--- config.mk ---
export PLATFORM = sky130hd
export DESIGN_NAME = cag_addr_gen
export DESIGN_NICKNAME = d
export VERILOG_FILES = /design/src/core/cag_addr_gen.v /design/src/core/cag_pc_adder.v /design/src/core/cag_reg_select.v
export VERILOG_INCLUDE_DIRS = /design/src /design/src/core
export SDC_FILE = /design/constraint.sdc
export NUM_CORES = 1
export LEC_CHECK = 0
export ABC_CLOCK_PERIOD_IN_PS = 1900
export BUFFER_PORTS_ARGS = -buffer_cell sky130_fd_sc_hd__buf_2
export CAP_MARGIN = 20
export CORE_MARGIN = 1
export CORE_UTILIZATION = 47
export CTS_BUF_LIST = sky130_fd_sc_hd__clkbuf_4
export DETAILED_ROUTE_END_ITERATION = 10
export PLACE_DENSITY = 0.83
export SYNTH_ARGS = -nofsm -noshare
export SYNTH_HDL_FRONTEND = slang
export SYNTH_SLANG_ARGS = --single-unit
export TNS_END_PERCENT = 20
--- constraint.sdc ---
create_clock -name ref_clk -period 1.9 [get_ports ref_clk]
set_clock_uncertainty 0.2 [all_clocks]
set_input_delay 0.38 -clock ref_clk [delete_from_list [all_inputs] [get_ports ref_clk]]
set_output_delay 0.38 -clock ref_clk [all_outputs]
set_load 0.02 [all_outputs]
--- src/core/cag_defs.vh ---
`ifndef CAG_DEFS_VH
`define CAG_DEFS_VH

// branch source selection, one-hot
`define CAG_BR_SEQ        6'h01
`define CAG_BR_REL        6'h02
`define CAG_BR_ABS        6'h04
`define CAG_BR_FIX        6'h08
`define CAG_BR_TBL        6'h10
`define CAG_BR_REG        6'h20

// operand address mode, one-hot
`define CAG_OP_IMPL       7'h01
`define CAG_OP_REG        7'h02
`define CAG_OP_DIR        7'h04
`define CAG_OP_SHORT      7'h08
`define CAG_OP_SFR        7'h10
`define CAG_OP_IND        7'h20
`define CAG_OP_NONE       7'h40

// address constants
`define CAG_FIX_BASE      16'h0800
`define CAG_TBL_BASE      16'h0040
`define CAG_SHORT_HIGH    7'h7F
`define CAG_SHORT_LIMIT   8'h20
`define CAG_SFR_HIGH      8'hFF
`define CAG_MEMSIZE_RST   8'hCF
`define CAG_PC_RST        16'h0000

// implied-operation codes
`define CAG_IMP_NONE      3'h0
`define CAG_IMP_MUL       3'h1
`define CAG_IMP_DIV       3'h2
`define CAG_IMP_ADJA      3'h3
`define CAG_IMP_ADJS      3'h4
`define CAG_IMP_RORN      3'h5
`define CAG_IMP_ROLN      3'h6

// register file coordinates
`define CAG_ACC_CODE      3'h1
`define CAG_ACC_PAIR      2'h0

`endif

--- src/core/cag_addr_gen.v ---
// Behaviour
// - pc advances by instruction byte length
// - relative branch adds displacement to next
// - displacement sign extended from bit seven
// - short branch and conditionals use relative
// - absolute call/branch loads sixteen-bit immediate
// - short fixed call lands in 0800-0FFF
// - table call reads vector 40-7F
// - register branch copies accumulator pair
// - multiply uses accumulator, product to pair
// - divide reads and writes accumulator pair
// - adjust and nibble rotates use accumulator
// - register chosen by code within bank
// - direct mode uses sixteen-bit immediate
// - short direct maps to FE20-FF1F
// - short direct bit eight from immediate
// - sfr mode prefixes all-ones upper byte
// - indirect uses selected pointer pair contents
// - memory size select resets to CFh
`include "cag_defs.vh"

module cag_addr_gen #(
    parameter AW = 16
) (
    input  wire          ref_clk,
    input  wire          rst_b,
    input  wire          step,
    input  wire [2:0]    instr_length,
    input  wire [5:0]    branch_kind,
    input  wire          branch_taken,
    input  wire [7:0]    signed_branch_displacement,
    input  wire [15:0]   imm16,
    input  wire [10:0]   imm11,
    input  wire [4:0]    table_vector_call,
    input  wire [15:0]   table_data,
    input  wire [6:0]    operand_mode,
    input  wire [7:0]    imm8,
    input  wire          pair_mode,
    input  wire [2:0]    byte_register_code,
    input  wire [1:0]    pair_register_code,
    input  wire [2:0]    implied_op,
    input  wire          bank_select_low,
    input  wire          bank_select_high,
    input  wire [15:0]   accumulator_pair,
    input  wire [15:0]   pointer_pair_data,
    input  wire          memory_size_write,
    input  wire [7:0]    memory_size_data,
    output reg  [AW-1:0] pc,
    output wire [15:0]   table_addr,
    output reg  [15:0]   operand_addr,
    output reg           operand_is_reg,
    output reg  [4:0]    reg_index,
    output wire [4:0]    pointer_index,
    output reg           acc_pair_write,
    output reg  [7:0]    memory_size_select
);
    reg  [1:0]  rst_sync;
    wire        rst_n_i;
    wire [15:0] next_seq;
    wire [15:0] rel_target;
    wire [4:0]  byte_index;
    wire [4:0]  pair_low_index;
    reg  [15:0] next_pc;
    reg  [15:0] next_oaddr;
    reg         next_is_reg;
    reg  [4:0]  next_ridx;
    reg         next_accw;

    always @(posedge ref_clk or negedge rst_b) begin
        if (!rst_b) begin
            rst_sync <= 2'h0;
        end else begin
            rst_sync <= {rst_sync[0], 1'b1};
        end
    end
    assign rst_n_i = rst_sync[1];

    cag_pc_adder u_adder (
        .pc                         (pc),
        .instr_length               (instr_length),
        .signed_branch_displacement (signed_branch_displacement),
        .next_seq                   (next_seq),
        .rel_target                 (rel_target)
    );

    cag_reg_select u_sel (
        .bank_select_low    (bank_select_low),
        .bank_select_high   (bank_select_high),
        .byte_register_code (byte_register_code),
        .pair_register_code (pair_register_code),
        .byte_index         (byte_index),
        .pair_low_index     (pair_low_index)
    );

    // vector slot address, two bytes per entry
    assign table_addr    = `CAG_TBL_BASE | {10'h000, table_vector_call, 1'b0};
    assign pointer_index = pair_low_index;

    always @* begin
        next_pc = next_seq;
        if (branch_taken) begin
            case (branch_kind)
                `CAG_BR_REL: next_pc = rel_target;
                `CAG_BR_ABS: next_pc = imm16;
                `CAG_BR_FIX: next_pc = `CAG_FIX_BASE | {5'h00, imm11};
                `CAG_BR_TBL: next_pc = table_data;
                `CAG_BR_REG: next_pc = accumulator_pair;
                default:     next_pc = next_seq;
            endcase
        end
    end

    always @* begin
        next_oaddr  = 16'h0000;
        next_is_reg = 1'b0;
        next_ridx   = 5'h00;
        next_accw   = 1'b0;
        case (operand_mode)
            `CAG_OP_IMPL: begin
                next_is_reg = 1'b1;
                case (implied_op)
                    `CAG_IMP_MUL: begin
                        next_ridx = {bank_select_high, bank_select_low, `CAG_ACC_CODE};
                        next_accw = 1'b1;
                    end
                    `CAG_IMP_DIV: begin
                        next_ridx = {bank_select_high, bank_select_low, `CAG_ACC_PAIR, 1'b0};
                        next_accw = 1'b1;
                    end
                    `CAG_IMP_ADJA, `CAG_IMP_ADJS, `CAG_IMP_RORN, `CAG_IMP_ROLN: begin
                        next_ridx = {bank_select_high, bank_select_low, `CAG_ACC_CODE};
                    end
                    default: next_is_reg = 1'b0;
                endcase
            end
            `CAG_OP_REG: begin
                next_is_reg = 1'b1;
                next_ridx   = pair_mode ? pair_low_index : byte_index;
            end
            `CAG_OP_DIR:   next_oaddr = imm16;
            `CAG_OP_SHORT: begin
                // bit eight set only below 20h
                next_oaddr = {`CAG_SHORT_HIGH, (imm8 < `CAG_SHORT_LIMIT), imm8};
            end
            `CAG_OP_SFR:   next_oaddr = {`CAG_SFR_HIGH, imm8};
            `CAG_OP_IND:   next_oaddr = pointer_pair_data;
            default:       next_oaddr = 16'h0000;
        endcase
    end

    always @(posedge ref_clk or negedge rst_n_i) begin
        if (!rst_n_i) begin
            pc                 <= `CAG_PC_RST;
            operand_addr       <= 16'h0000;
            operand_is_reg     <= 1'b0;
            reg_index          <= 5'h00;
            acc_pair_write     <= 1'b0;
            memory_size_select <= `CAG_MEMSIZE_RST;
        end else begin
            if (step) begin
                pc <= next_pc;
            end
            operand_addr   <= next_oaddr;
            operand_is_reg <= next_is_reg;
            reg_index      <= next_ridx;
            acc_pair_write <= next_accw;
            if (memory_size_write) begin
                memory_size_select <= memory_size_data;
            end
        end
    end
endmodule

--- src/core/cag_pc_adder.v ---
`include "cag_defs.vh"

// next-instruction address and relative target
module cag_pc_adder (
    input  wire [15:0] pc,
    input  wire [2:0]  instr_length,
    input  wire [7:0]  signed_branch_displacement,
    output wire [15:0] next_seq,
    output wire [15:0] rel_target
);
    wire [15:0] disp_ext;

    assign next_seq   = pc + {13'h0000, instr_length};
    assign disp_ext   = {{8{signed_branch_displacement[7]}}, signed_branch_displacement};
    assign rel_target = next_seq + disp_ext;
endmodule

--- src/core/cag_reg_select.v ---
`include "cag_defs.vh"

// turns bank flags and a register code into a flat register index
module cag_reg_select (
    input  wire       bank_select_low,
    input  wire       bank_select_high,
    input  wire [2:0] byte_register_code,
    input  wire [1:0] pair_register_code,
    output wire [4:0] byte_index,
    output wire [4:0] pair_low_index
);
    wire [1:0] bank;

    assign bank = {bank_select_high, bank_select_low};
    assign byte_index     = {bank, byte_register_code};
    assign pair_low_index = {bank, pair_register_code, 1'b0};
endmodule

# Word level (Yosys, flattened, before mapping)
# Cells that the tools add are included.
# totals
ff_bits	49
mem_bits_rw	0
memories	0
out_inout_bits	68
in_bits	136
latchBits	0
mem_bits_ro	0
# classes
shifts	0
mul	0
n_bitwise	0
n_mux	10
n_addsub	2
reduce_logical	3
order_cmp	1
n_eq_ne	17
div	0
# op_table
op	n
$pmux W16 S5	1
$pmux W16 S4	1
$pmux W5 S2	2
$add A16 B16 Y16	1
$add A16 B3 Y16	1
$mux W16	1
$eq A3 B3 Y1 const B	3
$lt A8 B6 Y1 const B	1
$eq A7 B1 Y1 const B	1
$eq A7 B2 Y1 const B	1
$eq A7 B3 Y1 const B	1
$eq A7 B4 Y1 const B	1
$eq A7 B5 Y1 const B	1
$eq A7 B6 Y1 const B	1
$eq A3 B2 Y1 const B	2
$eq A6 B2 Y1 const B	1
$eq A6 B3 Y1 const B	1
$eq A6 B4 Y1 const B	1
$eq A6 B5 Y1 const B	1
$eq A6 B6 Y1 const B	1
$reduce_or A6 Y1	1
$reduce_or A5 Y1	1
$eq A3 B1 Y1 const B	1
$mux W1	3
3 further kinds	3

# Logic depth before layout (Yosys ltp)
# depth
depth_word	4
ltp_mapped	16

# Modules after synthesis
# A second synthesis with hierarchy kept.
# unflattened
cells_unflattened	516
area_unflattened_um2	4381.7
# modules_own_cells
mod	cells_per_inst	n_inst	seq_area_each_um2	area_per_inst_um2
cag_addr_gen	364	1	1233.7	3278.1
cag_pc_adder	141	1	0.0	1024.7
cag_reg_select	11	1	0.0	78.8

# Least setup slack after synthesis
# No wires, ideal clock.
# synth_path
kind	reg-to-reg
from	register pc[0]
to	register pc[15]
arrival_time_ns	3.662
path_slack_ns	-2.038
stages_incl_launch_ff	17
setup_time_ns	0.076
t_required_ns	1.624
cell_sequence	dfrtp_1 ha_1 fa_1 a21o_1 and4_1 and2_1 clkbuf_1 nand4_1 xnor2_1 ha_1 a21oi_1 o21ai_0 and3_1 a311o_1 xor2_1 mux2_2 o21ai_1
# synth_via
elab_chain_len	4
# synth_lines
item	line	text
start, declared	cag_addr_gen.v:48	output reg [AW-1:0] pc,
start signal, assigned	cag_addr_gen.v:153	pc <= `CAG_PC_RST;
start signal, assigned	cag_addr_gen.v:161	pc <= next_pc;
$add A16 B3 Y16 (*)	cag_pc_adder.v:13	assign next_seq = pc + {13'h0000, instr_length};
$add A16 B16 Y16	cag_pc_adder.v:15	assign rel_target = next_seq + disp_ext;
$pmux W16 S5	cag_addr_gen.v:102	case (branch_kind)
$mux W16 (*)	cag_addr_gen.v:101	if (branch_taken) begin
# Every way passes the cells marked *; elsewhere a longest branch is shown, timed or not.
# A chain may end at the register's enable or synchronous reset.

# Final worst setup path
# Same ends and word-level chain as after synthesis.

==> impl_metrics.ini <==
[global_route]
grt_pass1_wl_mm = 21.8
grt_overflow_total = 0
grt_max_degree = 31
grt_usage = 0.326
grt_pass1_vias = 4537
antenna_found_initial = 1

[logic_synthesis]
netlist_area_um2 = 3840
synth_area_leaders = dfrtp_1, a222oi_1, ha_1
synth-compound-area-share = 0.266
synth_top_family_by_area = compound AO/OA/AOI/OAI gates
synthTopCellsByCount = dfrtp_1, a21oi_1, nand2_1
synth_most_common_cell = dfrtp_1
synthDistinctLibCells = 66
yosys.area.top_type = dfrtp_1
synth-xor-area-share = 0.0615
yosys_warnings = 0
synth_mux_area_frac = 0.0397
synth_fa_ha_area_frac = 0.0690
syn_avg_cell_area_um2 = 9.33
seq_area_frac_synth = 0.321
synth_top_area_share = 0.280
ys_async_sr_fraction = 1.00
synthFlopType = dfrtp_1
synthCells = 412
synth_edf_count = 0
ys_ff_latch = 49
synth-simple-area-share = 0.151

[layout]
reg_top3 = operand_addr: 16 flops, pc: 16 flops, memory_size_select: 8 flops
instances_no_fill = 787
finalNetCount = 839
final_core_util = 0.751
drive_gt1_frac = 0.531
areaGrowthSynthToFinish_pct = 52.5

[job]
maxCapViolCount = 0

[timing]
hold_viol = 7
fin_crit_ps = 3680
clock.fmax_mhz = 272
relSlewSlack = 0.661
hold_ws_ps = -1.56
tightest_slew_ps = 509
finalCritPeriodShare = 1.94
setup_viol = 16
drv_slew = 0
rsz0062_at_grt = true
worst_slack_ps = -1780

[worst_setup_path]
cp_num_cells = 15
path_common_cell = o21ai_2
r2r_end = pc[15]$_DFFE_PN0P_
critPathTopFamily = adder cells
cp.arrival_ps = 3820
critPathLaunch = pc[0]$_DFFE_PN0P_
r2r_slack_ps = -1780
end_kind = register
path_cells = ha_4, fa_2, a21o_1, and4_1, and2_4, nand4_1, xnor2_2, ha_1, a21oi_2, o21ai_2, and3_1, a311o_1, xor2_1, mux2_4, o21ai_2
r2r.worst_path.cells = 15
startpoint_type = register
crit_path_top_delay_cell = dfrtp_2
worst-path-buf-inv = 0
required_ps = 2040
worstReg2RegStart = pc[0]$_DFFE_PN0P_
slowest_delay_ps = 470
cp-endpoint = pc[15]$_DFFE_PN0P_
crit_type = reg -> reg
cp_max_fo = 5

[drt]
dr_wl_met3_mm = 1.20
wl_met1_mm = 5.42
wirelength_mm = 14.1
detail_route.wl_per_cell_um = 17.9
drt-initial-drc-count = 432
ant_nets = 0
top_layer = met4
wl_met2_mm = 6.96
vias = 4558
drtPass1Iterations = 6
drc = 0
avgViaCountPerCell = 5.79

[die]
core_area_um2 = 7810
chipWidth_um = 92.4
dieArea_um2 = 8550
fp.dieH_um = 92.4
rows = 32
io_pins = 204
start_util = 0.492

[status]
violations = negative hold slack, negative setup slack
run_status = finished with violations

[power_and_ir_drop]
p_leak_nw = 3.06
clkPwrFrac = 0.121
pwr-share-seq = 0.209
ir_drop_mv = 0.966
comb_power_share = 0.670
p_per_area_nw_per_um2 = 1110
p_int_mw = 3.80
p_sw_frac = 0.417
net-switching-power_mw = 2.72
finalPower_mw = 6.52

[cts]
insertion_delay_ps = 390
path_clk_slew_ps = 190
cts_tree = yes
htree_levels = 2
numCtsBuffers = 5
clk_path_buf_depth = 2
clkSinkCount = 49
cts_root_buf = clkbuf_4

[placement]
io_buffers = 181
finalWeightedCongestion = 0.982
place_ws_ps = -1970
dp_hpwl_mm = 11.2
dp.cells = 769

[min_path]
hp-class = reg -> async
-- power groups by stage --
stage / registers (mW) / clock network [mW] / logic, mW
finish: 1.36 / 0.790 / 4.37
global placement: 1.36 / 0 / 3.77
detailed placement: 1.37 / 0 / 3.89
CTS: 1.36 / 0.792 / 4.20
floorplan: 1.62 / 0 / 1.88
global route: 1.38 / 0.833 / 4.69
-- cells by family after synthesis --
| kind of cell | count (synthesis) |
|---|---|
| AO/OA/AOI/OAI | 132 |
| AND/OR/NAND/NOR | 105 |
| buffers and inverters | 63 |
| flip-flops | 49 |
| XOR/XNOR | 27 |
| adder cells (fa/ha/maj) | 20 |
| multiplexers | 14 |
| other | 2 |
-- through the flow --
| step | setup TNS, ps | instance area, um^2 |
|---|---|---|
| finish | -20490 | 5860 |
| CTS | -20630 | 5790 |
| global placement | -21470 | 5540 |
| floorplan | -19050 | 3950 |
| global route | -22410 | 5860 |
| detailed placement | -22790 | 5540 |
-- placed cells by master, fill, tap and decap left out, types with 4 or more instances in the layout --
cell type	count
ha_1	17
a21o_1	10
dfrtp_1	41
and4_1	4
a21oi_1	19
xnor2_2	5
buf_2	181
clkbuf_4	5
inv_1	19
o21ai_1	11
nand3_1	12
conb_1	13
o22ai_1	4
nand2_1	21
nor3_1	9
o211ai_1	5
and3_1	9
a21boi_0	4
a221o_1	9
xnor2_1	15
nor2_1	17
xor2_1	6
nand4_1	6
o21a_1	4
dfstp_2	6
a222oi_1	23
mux2_2	9
o2111ai_1	4
mux2i_1	4
buf_4	109
-- what timing repair did --
item | 4_1_cts | 5_1_grt
hold buffers | 1 | 2
buffers inserted | 4 | 2
hold endpoints to repair | 2 | 2
setup endpoints to repair | 16 | 17
pin swaps | 21 | 15
resized for setup | 23 | 9
-- worst min-delay path by stage --
| stage | to | slack (ps) | depth (start not counted) |
|---|---|---|---|
| after floorplan | rst_sync[0]$_DFF_PN0_ | -120 | 0 |
| after global placement | rst_sync[0]$_DFF_PN0_ | -30 | 1 |
| after detailed placement | rst_sync[0]$_DFF_PN0_ | -30 | 1 |
| after CTS | operand_addr[15]$_DFF_PN0_ | 3 | 2 |
| after global routing | operand_addr[6]$_DFF_PN0_ | 10 | 3 |
| final | pc[0]$_DFFE_PN0P_ | -2 | 0 |
-- worst register-to-register path: stages (launching register included) --
cell and delay (ps):
dfrtp_2 470, ha_4 170, fa_2 350, a21o_1 180, and4_1 170, and2_4 160, nand4_1 110, xnor2_2 90
ha_1 370, a21oi_2 200, o21ai_2 80, and3_1 190, a311o_1 280, xor2_1 180, mux2_4 330, o21ai_2 110
-- metal layers --
layer	GRT usage	vias up
li1	-	2085
met1	0.396	2169
met2	0.567	254
met3	0.0542	50
met4	0.141	0
met5	0	-
-- layout make-up --
class,instances,area [um^2]
Antenna cell,1,2.50
Tap cell,102,128
Clock inverter,3,68.8
Clock buffer,5,37.5
Fill cell,568,1940
Timing Repair Buffer,297,1830
Multi-Input combinational cell,311,2490
Inverter,19,71.3
Sequential cell,49,1240
No activity file was read; power rests on OpenSTA's default activity.
